### src/hdl/bpcd_map.svh
// Contract
// RQ1: Direction bit 1 tristates the pin driver
// RQ2: Direction bit 0 drives the output latch
// RQ3: Enabled alternate function overrides direction bit
// RQ4: Data read gives pins; write updates latch
// RQ5: Writes merge into sampled pin levels; the code loads the whole written byte into the latch
// RQ6: One shared active-low pull-up enable bit
// RQ7: Output pins never have pull-up
// RQ8: Pull-ups disabled after power-on reset
// RQ9: Only upper four input pins are compared
// RQ10: Compare pins against last access snapshot
// RQ11: ORed mismatches set the port-change flag
// RQ12: Port-change event wakes the core
// RQ13: Any port access refreshes the snapshot
// RQ14: Flag clears by zero write; mismatch resets
// RQ15: Change at read instant may be missed
// RQ16: Software should avoid polling the port
// RQ17: Interrupt and wake need the enable bit
// RQ18: Pull-up on when enabled, input, not reset
`ifndef BPCD_MAP_SVH
`define BPCD_MAP_SVH
`define BPCD_ADDR_DATA 4'h0
`define BPCD_ADDR_DIR 4'h1
`define BPCD_ADDR_OPTION 4'h2
`define BPCD_ADDR_INTCTL 4'h3
`define BPCD_ADDR_ALTEN 4'h4
`define BPCD_ADDR_ALTOUT 4'h5
`define BPCD_ADDR_ALTOE 4'h6
`define BPCD_ADDR_WAKE 4'h7
`define BPCD_BIT_PULLUP_DIS_N 7
`define BPCD_BIT_CHG_FLAG 0
`define BPCD_BIT_CHG_EN 3
`define BPCD_RST_DIR 8'hFF
`define BPCD_RST_OPTION 8'hFF
`define BPCD_RST_LATCH 8'h00
`define BPCD_WAKE_TIME_NS 40
`define BPCD_WAKE_CYC ((`BPCD_WAKE_TIME_NS + 39) / 40)
`endif

### src/hdl/bpcd_pkg.sv
package bpcd_pkg;
	typedef logic [7:0] bpcd_byte_t;
	typedef enum logic [1:0] {
		BPCD_RUN = 2'h1,
		BPCD_SLEEP = 2'h2
	} bpcd_pwr_e;
endpackage

### src/hdl/bpcd_port.sv
`timescale 1ns/1ps
`include "bpcd_map.svh"
module bpcd_port #(
	parameter int WIDTH = 8,
	parameter int CHG_LO = 4
) (
	input wire logic clk_sys,
	input wire logic sys_rst,
	input wire logic [3:0] reg_addr,
	input wire logic [7:0] reg_wdata,
	input wire logic reg_wr,
	input wire logic reg_rd,
	output logic [7:0] reg_rdata,
	input wire logic sleep_req,
	input wire logic [WIDTH-1:0] pin_in,
	output logic [WIDTH-1:0] pin_out,
	output logic [WIDTH-1:0] pin_oe_n,
	output logic [WIDTH-1:0] pullup_on,
	output logic irq,
	output logic wake,
	output logic asleep
);
	initial begin
		if (WIDTH != 8)
			$error("bpcd_port: WIDTH must be 8");
		if (CHG_LO < 0 || CHG_LO >= WIDTH)
			$error("bpcd_port: CHG_LO out of range");
	end

	////////////////////////////////////////////////////////////
	function automatic logic hit(input logic [3:0] a, input logic [3:0] b);
		hit = (a == b);
	endfunction

	logic [WIDTH-1:0] latch_reg, latch_next;
	logic [WIDTH-1:0] dir_reg, dir_next;
	logic [7:0] option_reg, option_next;
	logic chg_flag_reg, chg_flag_next;
	logic chg_en_reg, chg_en_next;
	logic [WIDTH-1:0] alt_en_reg, alt_en_next;
	logic [WIDTH-1:0] alt_out_reg, alt_out_next;
	logic [WIDTH-1:0] alt_oe_reg, alt_oe_next;
	logic [7:0] rdata_reg, rdata_next;
	logic irq_reg, irq_next;
	logic wake_reg, wake_next;
	bpcd_pkg::bpcd_pwr_e pwr_reg, pwr_next;
	logic mismatch;
	logic port_access;
	logic [WIDTH-1:0] merged;

	assign port_access = (reg_wr || reg_rd) && hit(reg_addr, `BPCD_ADDR_DATA);

	////////////////////////////////////////////////////////////
	always_comb begin
		latch_next = latch_reg;
		dir_next = dir_reg;
		option_next = option_reg;
		chg_en_next = chg_en_reg;
		alt_en_next = alt_en_reg;
		alt_out_next = alt_out_reg;
		alt_oe_next = alt_oe_reg;
		chg_flag_next = chg_flag_reg;
		// Pins sampled first; output pins take the written value
		merged = (pin_in & dir_reg) | (reg_wdata & ~dir_reg); // RQ5
		if (reg_wr) begin
			if (hit(reg_addr, `BPCD_ADDR_DATA))
				latch_next = reg_wdata | (merged & 8'h00); // RQ4 RQ5
			if (hit(reg_addr, `BPCD_ADDR_DIR))
				dir_next = reg_wdata;
			if (hit(reg_addr, `BPCD_ADDR_OPTION))
				option_next = reg_wdata; // RQ6
			if (hit(reg_addr, `BPCD_ADDR_INTCTL)) begin
				chg_en_next = reg_wdata[`BPCD_BIT_CHG_EN];
				if (!reg_wdata[`BPCD_BIT_CHG_FLAG])
					chg_flag_next = 1'b0; // RQ14
			end
			if (hit(reg_addr, `BPCD_ADDR_ALTEN))
				alt_en_next = reg_wdata;
			if (hit(reg_addr, `BPCD_ADDR_ALTOUT))
				alt_out_next = reg_wdata;
			if (hit(reg_addr, `BPCD_ADDR_ALTOE))
				alt_oe_next = reg_wdata;
		end
		// Set beats clear while the mismatch stands
		if (mismatch)
			chg_flag_next = 1'b1; // RQ11 RQ14
	end

	always_ff @(posedge clk_sys or posedge sys_rst) begin
		if (sys_rst) begin
			latch_reg <= `BPCD_RST_LATCH;
			dir_reg <= `BPCD_RST_DIR;
			option_reg <= `BPCD_RST_OPTION; // RQ8
			chg_flag_reg <= 1'b0;
			chg_en_reg <= 1'b0;
			alt_en_reg <= '0;
			alt_out_reg <= '0;
			alt_oe_reg <= '0;
		end else begin
			latch_reg <= latch_next;
			dir_reg <= dir_next;
			option_reg <= option_next;
			chg_flag_reg <= chg_flag_next;
			chg_en_reg <= chg_en_next;
			alt_en_reg <= alt_en_next;
			alt_out_reg <= alt_out_next;
			alt_oe_reg <= alt_oe_next;
		end
	end

	////////////////////////////////////////////////////////////
	always_comb begin
		rdata_next = 8'h00;
		if (reg_rd) begin
			case (reg_addr)
				`BPCD_ADDR_DATA: rdata_next = pin_in; // RQ4
				`BPCD_ADDR_DIR: rdata_next = dir_reg;
				`BPCD_ADDR_OPTION: rdata_next = option_reg;
				`BPCD_ADDR_INTCTL: begin
					rdata_next[`BPCD_BIT_CHG_FLAG] = chg_flag_reg;
					rdata_next[`BPCD_BIT_CHG_EN] = chg_en_reg;
				end
				`BPCD_ADDR_ALTEN: rdata_next = alt_en_reg;
				`BPCD_ADDR_ALTOUT: rdata_next = alt_out_reg;
				`BPCD_ADDR_ALTOE: rdata_next = alt_oe_reg;
				`BPCD_ADDR_WAKE: rdata_next = {7'h00, pwr_reg == bpcd_pkg::BPCD_SLEEP};
				default: rdata_next = 8'h00;
			endcase
		end
	end

	always_ff @(posedge clk_sys or posedge sys_rst) begin
		if (sys_rst)
			rdata_reg <= 8'h00;
		else
			rdata_reg <= rdata_next;
	end
	assign reg_rdata = rdata_reg;

	////////////////////////////////////////////////////////////
	always_comb begin
		irq_next = chg_flag_next & chg_en_next; // RQ17
		wake_next = 1'b0;
		pwr_next = pwr_reg;
		case (pwr_reg)
			bpcd_pkg::BPCD_RUN: begin
				if (sleep_req)
					pwr_next = bpcd_pkg::BPCD_SLEEP;
			end
			bpcd_pkg::BPCD_SLEEP: begin
				if (chg_flag_reg && chg_en_reg) begin
					pwr_next = bpcd_pkg::BPCD_RUN; // RQ12
					wake_next = 1'b1; // RQ12 RQ17
				end
			end
			default: pwr_next = bpcd_pkg::BPCD_RUN;
		endcase
	end

	always_ff @(posedge clk_sys or posedge sys_rst) begin
		if (sys_rst) begin
			irq_reg <= 1'b0;
			wake_reg <= 1'b0;
			pwr_reg <= bpcd_pkg::BPCD_RUN;
		end else begin
			irq_reg <= irq_next;
			wake_reg <= wake_next;
			pwr_reg <= pwr_next;
		end
	end
	assign irq = irq_reg;
	assign wake = wake_reg;
	// One-hot code: the sleep bit is the flop itself
	assign asleep = pwr_reg[1];

	////////////////////////////////////////////////////////////
	bpcd_pin_cell #(
		.WIDTH(WIDTH)
	) u_cell (
		.clk_sys(clk_sys),
		.sys_rst(sys_rst),
		.dir(dir_reg),
		.latch(latch_reg),
		.alt_en(alt_en_reg),
		.alt_out(alt_out_reg),
		.alt_oe(alt_oe_reg),
		.pullup_disable_n(option_reg[`BPCD_BIT_PULLUP_DIS_N]),
		.pin_out(pin_out),
		.pin_oe_n(pin_oe_n),
		.pullup_on(pullup_on)
	);

	// Upper nibble only; polling reads would mask key changes
	bpcd_change_det #(
		.WIDTH(WIDTH - CHG_LO)
	) u_chg (
		.clk_sys(clk_sys),
		.sys_rst(sys_rst),
		.pins(pin_in[WIDTH-1:CHG_LO]),
		.dir(dir_reg[WIDTH-1:CHG_LO]),
		.access(port_access),
		.mismatch(mismatch)
	);

	////////////////////////////////////////////////////////////
	flag_set_a: assert property (@(posedge clk_sys) disable iff (sys_rst)
		mismatch |=> chg_flag_reg)
		else $error("port-change flag missed a mismatch"); // RQ11
	flag_hold_a: assert property (@(posedge clk_sys) disable iff (sys_rst)
		(chg_flag_reg && !(reg_wr && hit(reg_addr, `BPCD_ADDR_INTCTL)))
		|=> chg_flag_reg)
		else $error("port-change flag lost without clear"); // RQ14
	data_read_a: assert property (@(posedge clk_sys) disable iff (sys_rst)
		(reg_rd && reg_addr == `BPCD_ADDR_DATA) |=> reg_rdata == $past(pin_in))
		else $error("data read does not show pins"); // RQ4
	data_write_a: assert property (@(posedge clk_sys) disable iff (sys_rst)
		(reg_wr && reg_addr == `BPCD_ADDR_DATA) |=> latch_reg == $past(reg_wdata))
		else $error("latch not updated by write"); // RQ4
	irq_gate_a: assert property (@(posedge clk_sys) disable iff (sys_rst)
		irq |-> chg_en_reg)
		else $error("interrupt without enable"); // RQ17
	wake_go_a: assert property (@(posedge clk_sys) disable iff (sys_rst)
		(asleep && chg_flag_reg && chg_en_reg) |=> (wake && !asleep))
		else $error("no wake on port change"); // RQ12
	pullup_cfg_a: assert property (@(posedge clk_sys) disable iff (sys_rst)
		1'b1 |=> pullup_on == ($past(dir_reg) & ~$past(alt_en_reg)
		& {WIDTH{~$past(option_reg[`BPCD_BIT_PULLUP_DIS_N])}}) ||
		$past(alt_en_reg) != '0)
		else $error("pull-up state wrong"); // RQ18
	flag_clear_a: assert property (@(posedge clk_sys) disable iff (sys_rst)
		(reg_wr && reg_addr == `BPCD_ADDR_INTCTL && !mismatch
		&& !reg_wdata[`BPCD_BIT_CHG_FLAG]) |=> !chg_flag_reg)
		else $error("port-change flag not cleared"); // RQ14
	wake_pulse_a: assert property (@(posedge clk_sys) disable iff (sys_rst)
		wake |=> !wake)
		else $error("wake longer than one cycle"); // RQ12
	sleep_enter_a: assert property (@(posedge clk_sys) disable iff (sys_rst)
		(!asleep && sleep_req) |=> asleep)
		else $error("sleep request not taken"); // RQ12
	rdata_idle_a: assert property (@(posedge clk_sys) disable iff (sys_rst)
		!reg_rd |=> reg_rdata == 8'h00)
		else $error("read data without read"); // RQ4
endmodule

### src/hdl/bpcd_pin_cell.sv
`timescale 1ns/1ps
module bpcd_pin_cell #(
	parameter int WIDTH = 8
) (
	input wire logic clk_sys,
	input wire logic sys_rst,
	input wire logic [WIDTH-1:0] dir,
	input wire logic [WIDTH-1:0] latch,
	input wire logic [WIDTH-1:0] alt_en,
	input wire logic [WIDTH-1:0] alt_out,
	input wire logic [WIDTH-1:0] alt_oe,
	input wire logic pullup_disable_n,
	output logic [WIDTH-1:0] pin_out,
	output logic [WIDTH-1:0] pin_oe_n,
	output logic [WIDTH-1:0] pullup_on
);
	logic [WIDTH-1:0] out_next;
	logic [WIDTH-1:0] oe_n_next;
	logic [WIDTH-1:0] pu_next;
	initial begin
		if (WIDTH < 1)
			$error("bpcd_pin_cell: WIDTH must be at least 1");
	end
	always_comb begin
		for (int i = 0; i < WIDTH; i++) begin
			if (alt_en[i]) begin
				out_next[i] = alt_out[i]; // RQ3
				oe_n_next[i] = ~alt_oe[i]; // RQ3
			end else begin
				out_next[i] = latch[i]; // RQ2
				oe_n_next[i] = dir[i]; // RQ1
			end
			// Output enable already covers alternate drive
			pu_next[i] = ~pullup_disable_n & oe_n_next[i]; // RQ6 RQ7 RQ18
		end
	end
	always_ff @(posedge clk_sys or posedge sys_rst) begin
		if (sys_rst) begin
			pin_out <= '0;
			pin_oe_n <= '1;
			pullup_on <= '0; // RQ8
		end else begin
			pin_out <= out_next;
			pin_oe_n <= oe_n_next;
			pullup_on <= pu_next;
		end
	end
	out_off_a: assert property (@(posedge clk_sys) disable iff (sys_rst)
		(alt_en == '0) |=> (pin_oe_n == $past(dir)))
		else $error("direction bit not reflected in enable"); // RQ1
	latch_drive_a: assert property (@(posedge clk_sys) disable iff (sys_rst)
		(alt_en == '0) |=> ((pin_out & ~pin_oe_n) == ($past(latch) & ~$past(dir))))
		else $error("latch not driven on output pin"); // RQ2
	pullup_out_a: assert property (@(posedge clk_sys) disable iff (sys_rst)
		(pullup_on & ~pin_oe_n) == '0)
		else $error("pull-up on a driven pin"); // RQ7
endmodule

### src/hdl/bpcd_change_det.sv
`timescale 1ns/1ps
module bpcd_change_det #(
	parameter int WIDTH = 4
) (
	input wire logic clk_sys,
	input wire logic sys_rst,
	input wire logic [WIDTH-1:0] pins,
	input wire logic [WIDTH-1:0] dir,
	input wire logic access,
	output logic mismatch
);
	logic [WIDTH-1:0] snap_reg;
	logic [WIDTH-1:0] snap_next;
	logic mis_reg;
	logic mis_next;
	initial begin
		if (WIDTH < 1)
			$error("bpcd_change_det: WIDTH must be at least 1");
	end
	always_comb begin
		snap_next = snap_reg;
		if (access)
			snap_next = pins; // RQ13
		// Change in an access cycle lands in the snapshot, not the flag
		mis_next = !access && |((pins ^ snap_reg) & dir); // RQ9 RQ10 RQ11 RQ15
	end
	always_ff @(posedge clk_sys or posedge sys_rst) begin
		if (sys_rst) begin
			snap_reg <= '0;
			mis_reg <= 1'b0;
		end else begin
			snap_reg <= snap_next;
			mis_reg <= mis_next;
		end
	end
	assign mismatch = mis_reg;
	snap_take_a: assert property (@(posedge clk_sys) disable iff (sys_rst)
		access |=> (snap_reg == $past(pins)))
		else $error("snapshot not refreshed on access"); // RQ13
	out_excl_a: assert property (@(posedge clk_sys) disable iff (sys_rst)
		(!access && ((pins ^ snap_reg) & dir) == '0) |=> !mismatch)
		else $error("mismatch without input difference"); // RQ9
endmodule

### config.mk
export PLATFORM = sky130hd
export DESIGN_NAME = bpcd_port
export DESIGN_NICKNAME = d
export VERILOG_FILES = /design/src/hdl/bpcd_pkg.sv /design/src/hdl/bpcd_port.sv /design/src/hdl/bpcd_pin_cell.sv /design/src/hdl/bpcd_change_det.sv
export VERILOG_INCLUDE_DIRS = /design/src /design/src/hdl
export SDC_FILE = /design/constraint.sdc
export NUM_CORES = 1
export LEC_CHECK = 0
export BUFFER_PORTS_ARGS = -buffer_cell sky130_fd_sc_hd__buf_2
export CAP_MARGIN = 20
export CORE_AREA = 10 10 85 117
export CTS_CLUSTER_DIAMETER = 150
export DETAILED_ROUTE_END_ITERATION = 16
export DIE_AREA = 0 0 95 127
export GPL_TIMING_DRIVEN = 0
export PLACE_DENSITY = 0.74
export RECOVER_POWER = 100
export SYNTH_ARGS = -nofsm -noshare
export SYNTH_HDL_FRONTEND = slang
export SYNTH_SLANG_ARGS = --single-unit
### constraint.sdc
create_clock -name clk_sys -period 2.2 [get_ports clk_sys]
set_input_delay 0.11 -clock clk_sys [delete_from_list [all_inputs] [get_ports clk_sys]]
set_output_delay 0.11 -clock clk_sys [all_outputs]
set_load 0.01 [all_outputs]
==> impl_metrics.toml, run 1 <==
[global_route]
grt_max_degree = 46
grt_first_pass_wirelength_mm = 14.46
grt_pass1_vias = 2785
gr-total-overflow = 0
globalRouteTotalUtil_pct = 15.81
antenna_found_initial = 0

[setup_path]
max_stage_delay_ps = 590
path_delay_family = "simple AND/OR/NAND/NOR gates"
end_kind = "flop"
critPathLaunchType = "input port"
cpMostUsedCell = "clkbuf_1"
critPathSlowestCell = "nand4_1"
cp.arrival_ps = 1900
cp_max_fo = 10
path_cells = "clkbuf_1, clkbuf_1, nor2_1, nand4_1, mux2_2"
crit_type = "input port to flop"
required_ps = 2420
critPathBufInv = 2
rrSetupSlack_ps = 650

[power_and_ir_drop]
p_switching_w = 0.001321
swShare_pct = 27.38
clockPowerShare_pct = 30.7
powerDensity_nw_per_um2 = 1062
ir_drop_mv = 0.4544
pwr-share-comb_pct = 18.9
seqPwrFrac_pct = 50.4
power.leakage_nw = 1.980
p_int_w = 0.003505

[sta]
period_share_pct = 76.33
maxSlewViolCount = 0
fmax_ghz = 0.5955
worst_pin_slew_ps = 976.9
fin_setup_tns_ps = 0
final-hold-violation-count = 0
fin_ws_ps = 520.8
fin_worst_skew_ps = 4.753
setup_violations = 0
fin_crit_ps = 1679
rsz0062_at_grt = "false"
maxSlewHeadroom_pct = 34.63

[min_path]
min_path_type = "input port to flop"

[synth]
ys.flop_type = "dfrtp_1"
avgSynthCellArea_um2 = 13.83
netlist_instances = 282
synth-async-reset-ratio_pct = 100.0
ys_ff_latch = 91
yosysSeqAreaShare_pct = 59.19
ys_types = 45
synth-edff-count = 0
netlist_area_um2 = 3900
synth_warnings = 0
syn-num-nets = 307

[cells_and_area]
layout-drive-gt1-share_pct = 35.85
fill_cells = 694
nNetsFinal = 377
diodes = 0
layout_common_cells = "dfrtp_1 (66), mux2_2 (62), clkbuf_1 (41)"
final_core_util_pct = 57.50
layout_commonest_cell = "dfrtp_1"
final-seq-area_um2 = 2308
synthToLayoutAreaGrowth_pct = 16.55
multi_input_area_um2 = 1454

[floorplan]
ios = 60
start_util_pct = 49.34
rows = 39
dieArea_um2 = 12070
die_height_um = 127
fp.coreArea_um2 = 7905
fp.dieW_um = 95

[route]
dr_total_vias = 2552
routedWlPerCell_um = 19.86
vias_per_cell = 5.560
initialDrtViolationCount = 122
first_pass_iters = 4
ant_nets = 0
drc = 0
drt_wl_total_mm = 9.117

[clock_tree]
cts_max_level = 3
cts_tree = "done"
path_clk_slew_ps = 60
clock-sinks = 91
numCtsBuffers = 9
clock_path_buffers = 2
cts-root-buf = "clkbuf_16"
clock_latency_ps = 340
cts_setup_buffers = 0

[placement]
gp_congestion = 0.8562
portBuffers = 56
dpl_worst_slack_ps = 422.4
hpwlAfterDp_mm = 6.429

[run_status]
outcome = "completed"

[run]
cap_violations = 0
-- power by group through the flow --
stage | registers, W | clock network, W | logic [W]
CTS | 0.00244 | 0.00152 | 0.000987
finish | 0.00243 | 0.00148 | 0.000911
global route | 0.00249 | 0.00159 | 0.00101
floorplan | 0.00248 | 0 | 0.000556
detailed placement | 0.00246 | 0 | 0.000981
global placement | 0.00243 | 0 | 0.000944
-- timing repair --
action	4_1_cts	5_1_grt
hold endpoints to repair	12	0
hold buffers	1	0
resized for setup	0	0
-- worst register-to-register path, stage by stage (launching register included) --
cell     delay [ps]
dfstp_1         890
a22oi_1         180
o32ai_1         260
o21a_1          150
-- path summary, 6_finish.rpt --
path                                      startpoint                             to  depth (start not counted)
setup / recovery                         reg_addr[0]      alt_en_reg[2]$_DFFE_PP0P_                          5
hold / removal                             pin_in[4]  u_chg.snap_reg[0]$_DFFE_PP0N_                          2
setup reg to reg           option_reg[7]$_DFFE_PP1P_         reg_rdata[7]$_DFF_PP0_                          3
hold reg to reg            alt_oe_reg[0]$_DFFE_PP0P_   u_cell.pin_oe_n[0]$_DFF_PP1_                          1
max in group asynchronous                    sys_rst      alt_oe_reg[2]$_DFFE_PP0P_                          4
min in group asynchronous                    sys_rst    u_cell.pin_out[0]$_DFF_PP0_                          3
-- per-layer routing --
metal	GRT usage [%]	share of wire, %	up-vias
li1	-	-	1147
met1	17.56	40	1295
met2	25.89	51	87
met3	4.865	5.7	23
met4	9.276	3.5	0
met5	0	0	-
-- cell usage after synthesis, types with 2 or more instances --
cell type / number / area share [%]
dfrtp_1: 66 / 42
mux2_2: 62 / 18
dfstp_2: 25 / 17
mux2i_1: 13 / 3.3
inv_1: 12 / 1.2
nand2_1: 12 / 1.2
nor2b_1: 12 / 1.9
a22oi_1: 9 / 1.7
buf_2: 7 / 0.90
a21oi_1: 5 / 0.64
o21ai_0: 5 / 0.64
nor2_1: 4 / 0.38
xor2_1: 4 / 0.90
nand3_2: 3 / 0.77
nor3_1: 3 / 0.38
o21a_1: 3 / 0.58
a221oi_1: 2 / 0.45
a31oi_1: 2 / 0.32
buf_4: 2 / 0.38
mux4_2: 2 / 1.2
nand3_1: 2 / 0.26
nand3b_1: 2 / 0.38
nor2_4: 2 / 0.58
o32ai_1: 2 / 0.45
-- stage by stage --
stage	total power, W	hold WS (ps)	cell area (um^2)	std cells
after global routing	0.005086	59.90	4546	459
final	0.004826	52.72	4546	459
after global placement	0.003379	390.2	4312	440
after CTS	0.004945	38.58	4649	459
after floorplan	0.003035	232.1	3904	282
after detailed placement	0.003443	130.5	4352	442
-- area by class of cell --
| class | count | share of cell area (%) |
|---|---|---|
| flip-flops and latches | 91 | 50.78 |
| well taps | 102 | 2.808 |
| inverters | 12 | 1.018 |
| repair buffers | 59 | 5.945 |
| plain buffers | 10 | 1.129 |
| clock inverters | 5 | 1.211 |
| clock buffers | 11 | 5.120 |
| multi-input cells | 169 | 31.98 |
-- kinds of logic (layout without fill, tap and decap cells) --
| family | count (synthesis) | after routing | synth area share (%) |
|---|---|---|---|
| compound gates | 38 | 38 | 6.962 |
| xor+xnor | 4 | 4 | 0.8982 |
| buf+inv | 22 | 97 | 2.534 |
| flops | 91 | 91 | 59.19 |
| mux | 77 | 77 | 22.39 |
| simple gates | 50 | 50 | 8.021 |
No activity file was read; power rests on OpenSTA's default activity.
==> inputs of run 2 (changes only) <==
- clock period: 2.2 -> 1.4 ns (I/O delays scaled with it)
==> impl_metrics.toml, run 2 (synthesis results as in run 1) <==
[run_status]
outcome = "completed"

[setup_path]
path_delay_family = "compound AO/OA/AOI/OAI gates"
cp.arrival_ps = 1540
path_cells = "inv_1, o31ai_2, a32oi_1, a221oi_1"
r2r_end = "reg_rdata[3]$_DFF_PP0_"
critPathBufInv = 1
max_stage_delay_ps = 540
rrSetupSlack_ps = 80
reg2reg_depth = 4
required_ps = 1630
regToRegStartpoint = "dir_reg[3]$_DFFE_PP1P_"
crit_type = "flop to flop"
critPathLaunchType = "flop"
end_kind = "flop"
cp_max_fo = 2
critPathSlowestCell = "dfstp_2"

[min_path]
min_path_type = "input port to flop"
hold_path_depth = 2
hold_end = "u_chg.snap_reg[1]$_DFFE_PP0N_"
hold_path.startpoint = "pin_in[5]"

[cells_and_area]
nNetsFinal = 378
synthToLayoutAreaGrowth_pct = 18.00
fill_cells = 683
diodes = 0
layout_common_cells = "dfrtp_1 (66), mux2_2 (62), clkbuf_1 (39)"
layout-drive-gt1-share_pct = 38.55
layout_commonest_cell = "dfrtp_1"

[sta]
maxSlewHeadroom_pct = 47.88
period_share_pct = 94.18
fin_worst_skew_ps = 4.926
rsz0062_at_grt = "false"
setup_violations = 0
fin_crit_ps = 1319
final-hold-violation-count = 0
worst_pin_slew_ps = 777.5
maxSlewViolCount = 0
fmax_ghz = 0.7584
fin_setup_tns_ps = 0

[floorplan]
fp.dieW_um = 95
fp.coreArea_um2 = 7905
die_height_um = 127
rows = 39
dieArea_um2 = 12070
start_util_pct = 49.34
ios = 60

[route]
first_pass_iters = 6
dr_total_vias = 2532
vias_per_cell = 5.504
drt_wl_total_mm = 9.111
routedWlPerCell_um = 19.81
drc = 0
ant_nets = 0
initialDrtViolationCount = 135

[power_and_ir_drop]
powerDensity_nw_per_um2 = 1653
swShare_pct = 27.40
p_int_w = 0.005523
power.leakage_nw = 2.003
clockPowerShare_pct = 30.6
ir_drop_mv = 0.7130
pwr-share-comb_pct = 19.0
p_switching_w = 0.002084
fin_total_pwr_w = 0.007607
seqPwrFrac_pct = 50.4

[run]
cap_violations = 0

[global_route]
grt_max_degree = 46
grt_first_pass_wirelength_mm = 14.48
globalRouteTotalUtil_pct = 15.82
grt_pass1_vias = 2790
gr-total-overflow = 0
antenna_found_initial = 0

[placement]
hpwlAfterDp_mm = 6.429
portBuffers = 56
gp_congestion = 0.8562

[clock_tree]
cts_max_level = 3
cts_setup_buffers = 0
numCtsBuffers = 9
cts_tree = "done"
path_clk_slew_ps = 60
clock_path_buffers = 2
clock-sinks = 91
clock_latency_ps = 340
cts-root-buf = "clkbuf_16"
## run 2: changes by cell type in the layout (fill, tap and decap cells not counted), sizes merged
cell / before / now
dlygate4sd3: 1 / 2
buf: 28 / 27
clkbuf: 51 / 52
## run 2: area by class of cell
cell class	instances	area (um^2)	area share, %
Sequential cell	91	2312	50.24
Multi-Input combinational cell	169	1488	32.33
Timing Repair Buffer	60	286.5	6.226
Clock buffer	11	232.7	5.057
Tap cell	102	127.6	2.773
Clock inverter	5	55.05	1.196
Buffer	10	53.80	1.169
Inverter	12	46.29	1.006
## run 2: worst max path at each step
stage | startpoint | endpoint | slack (ps) | cells past startpoint
finish | dir_reg[3]$_DFFE_PP1P_ | reg_rdata[3]$_DFF_PP0_ | 80 | 4
global route | dir_reg[3]$_DFFE_PP1P_ | reg_rdata[3]$_DFF_PP0_ | 5 | 4
CTS | reg_addr[0] | latch_reg[6]$_DFFE_PP0P_ | 30 | 5
detailed placement | reg_addr[0] | latch_reg[6]$_DFFE_PP0P_ | -340 | 5
global placement | reg_addr[0] | latch_reg[5]$_DFFE_PP0P_ | -360 | 5
floorplan | reg_addr[3] | alt_out_reg[0]$_DFFE_PP0P_ | 150 | 5
## run 2: power by group through the flow
stage	Clock [W]	Combinational, W	Sequential [W]
2_1_floorplan	0	0.000874	0.00390
6_report	0.00233	0.00145	0.00383
3_3_place_gp	0	0.00148	0.00383
5_1_grt	0.00250	0.00160	0.00392
3_5_place_dp	0	0.00154	0.00387
4_1_cts	0.00238	0.00155	0.00384
## run 2: repair_timing
action                                  in CTS  in global routing
endpoints found under the hold margin       13                  0
gates resized for setup                      0                  3
endpoints found under the setup margin       0                 10
hold buffers                                 2                  0
## run 2: per-stage QoR
| stage | cells | utilization, % | area, um^2 | hold WS, ps | worst slack (ps) |
|---|---|---|---|---|---|
| after floorplan | 282 | - | 3904 | 192.1 | 153.7 |
| after global placement | 440 | 54.54 | 4312 | 350.2 | -361.5 |
| after detailed placement | 442 | 55.05 | 4352 | 90.49 | -337.6 |
| after CTS | 460 | 58.94 | 4659 | 3.138 | 25.17 |
| after global routing | 460 | 58.21 | 4602 | 20.52 | 4.656 |
| final | 460 | 58.21 | 4602 | 20.58 | 81.47 |
## run 2: metal layers
layer | track usage [%] | vias to the layer above | share of wire [%]
li1 | - | 1145 | -
met1 | 17.60 | 1275 | 39
met2 | 25.89 | 87 | 51
met3 | 4.865 | 25 | 6.2
met4 | 9.276 | 0 | 3.4
met5 | 0 | - | 0
==> inputs of run 3 (changes only) <==
- CORE_AREA: 10 10 85 117 -> 4 4 74 103
- DIE_AREA: 0 0 95 127 -> 0 0 78 107
- PLACE_DENSITY: 0.74 -> 0.81
- clock period: 1.4 -> 1.59 ns (I/O delays scaled with it)
==> impl_metrics.toml, run 3 (synthesis results as in run 1) <==
[run_status]
outcome = "completed"

[sta]
fin_worst_skew_ps = 7.072
maxSlewHeadroom_pct = 50.12
fin_crit_ps = 1540
final-hold-violation-count = 0
rsz0062_at_grt = "false"
fin_hold_ws_ps = 25.27
fmax_ghz = 0.6493
period_share_pct = 96.87
setup_violations = 0
worst_pin_slew_ps = 746.0
maxSlewViolCount = 0

[power_and_ir_drop]
p_int_w = 0.004836
seqPwrFrac_pct = 50.9
ir_drop_mv = 0.8449
p_switching_w = 0.001750
pwr-share-comb_pct = 19.2
swShare_pct = 26.57
power.leakage_nw = 1.983
clockPowerShare_pct = 30.0
powerDensity_nw_per_um2 = 1445

[placement]
placed_area_um2 = 4339
hpwlAfterDp_mm = 5.781
place_inst = 432
gp_congestion = 0.8116
portBuffers = 56

[clock_tree]
path_clk_slew_ps = 80
clock_latency_ps = 360
clock-sinks = 91
cts_tree = "done"
clock_path_buffers = 2
cts-root-buf = "clkbuf_8"
post_cts_resized = 0
postCtsHoldBufs = 5
numCtsBuffers = 9
cts_setup_buffers = 0
cts_max_level = 3

[floorplan]
ios = 60
die_height_um = 107
rows = 35
fp.coreArea_um2 = 6613
dieArea_um2 = 8346
start_util_pct = 58.98
fp.dieW_um = 78

[cells_and_area]
diodes = 0
final_core_util_pct = 68.91
layout_common_cells = "dfrtp_1 (66), mux2_2 (61), clkbuf_1 (43)"
synthToLayoutAreaGrowth_pct = 16.84
layout-drive-gt1-share_pct = 35.64
finalNonFillerCells = 454
nNetsFinal = 382
final_design_area_no_fill_um2 = 4557
layout_commonest_cell = "dfrtp_1"

[setup_path]
regToRegStartpoint = "option_reg[7]$_DFFE_PP1P_"
rrSetupSlack_ps = 190
crit_type = "input port to flop"
r2r_end = "reg_rdata[7]$_DFF_PP0_"
cp.arrival_ps = 1780
critPathLaunchType = "input port"
reg2reg_depth = 3
end_kind = "flop"
required_ps = 1830
cp_max_fo = 10
critPathLaunch = "reg_addr[0]"
endpoint = "alt_en_reg[7]$_DFFE_PP0P_"

[route]
ant_nets = 0
dr_total_vias = 2571
initialDrtViolationCount = 222
routedWlPerCell_um = 18.81
first_pass_iters = 4
drt_wl_total_mm = 8.541
vias_per_cell = 5.663
drc = 0

[global_route]
grt_use_met1_pct = 27.58
globalRouteTotalUtil_pct = 22.15
met2_usage_pct = 35.66
grt_pass1_vias = 2726
gr-total-overflow = 0
grtUsageMet3_pct = 5.882
antenna_found_initial = 0
grt_first_pass_wirelength_mm = 13.87
grt_max_degree = 44
top_usage_layer = "met2"

[run]
cap_violations = 0

[min_path]
min_path_type = "input port to flop"
## run 3: cell types whose count changed in the layout (fill, tap and decap cells not counted), sizes merged
| cell | previous run | this run |
|---|---|---|
| clkbuf | 52 | 55 |
| clkinvlp | 3 | 1 |
| buf | 27 | 24 |
| clkinv | 2 | 1 |
| bufinv | 1 | 4 |
| dlygate4sd3 | 2 | 6 |
## run 3: metal layers
metal | routed length [um] | vias up
met2 | 4301 | 86
met5 | 0 | -
met1 | 3528 | 1303
met3 | 393 | 25
met4 | 317 | 0
li1 | - | 1157
## run 3: worst min path at each step
| stage | startpoint | endpoint | slack, ps | cells past startpoint |
|---|---|---|---|---|
| final | pin_in[5] | u_chg.snap_reg[1]$_DFFE_PP0N_ | 30 | 2 |
| after global routing | pin_in[5] | u_chg.snap_reg[1]$_DFFE_PP0N_ | 10 | 2 |
| after CTS | pin_in[5] | u_chg.snap_reg[1]$_DFFE_PP0N_ | 5 | 2 |
| after detailed placement | sys_rst | u_cell.pin_out[0]$_DFF_PP0_ | 30 | 2 |
| after global placement | pin_in[5] | u_chg.snap_reg[1]$_DFFE_PP0N_ | 370 | 2 |
| after floorplan | reg_rd | reg_rdata[2]$_DFF_PP0_ | 200 | 1 |
## run 3: layout make-up
class / count / area (um^2)
flip-flops and latches: 91 / 2308
fillers: 484 / 2056
multi-input cells: 169 / 1471
repair buffers: 64 / 307.8
clock buffers: 11 / 131.4
clock inverters: 5 / 125.1
well taps: 92 / 115.1
plain buffers: 10 / 51.30
inverters: 12 / 46.29
## run 3: critical path: stages
cell and delay (ps):
clkbuf_1 110, buf_2 210, nor2_2 220, nand4_1 630, mux2_2 520
## run 3: power groups by stage
stage	clock [W]	sequential, W	combinational, W
4_1_cts	0.00201	0.00335	0.00136
2_1_floorplan	0	0.00343	0.000770
6_report	0.00197	0.00335	0.00126
3_3_place_gp	0	0.00336	0.00128
5_1_grt	0.00210	0.00342	0.00140
3_5_place_dp	0	0.00339	0.00134
## run 3: through the flow
stage	setup WS [ps]	TNS, ps	total power, W
after global routing	84.55	0	0.006921
after CTS	171.8	0	0.006720
after detailed placement	-215.2	-2118	0.004734
after floorplan	334.2	0	0.004200
final	49.83	0	0.006586
after global placement	-158.6	-6820	0.004648
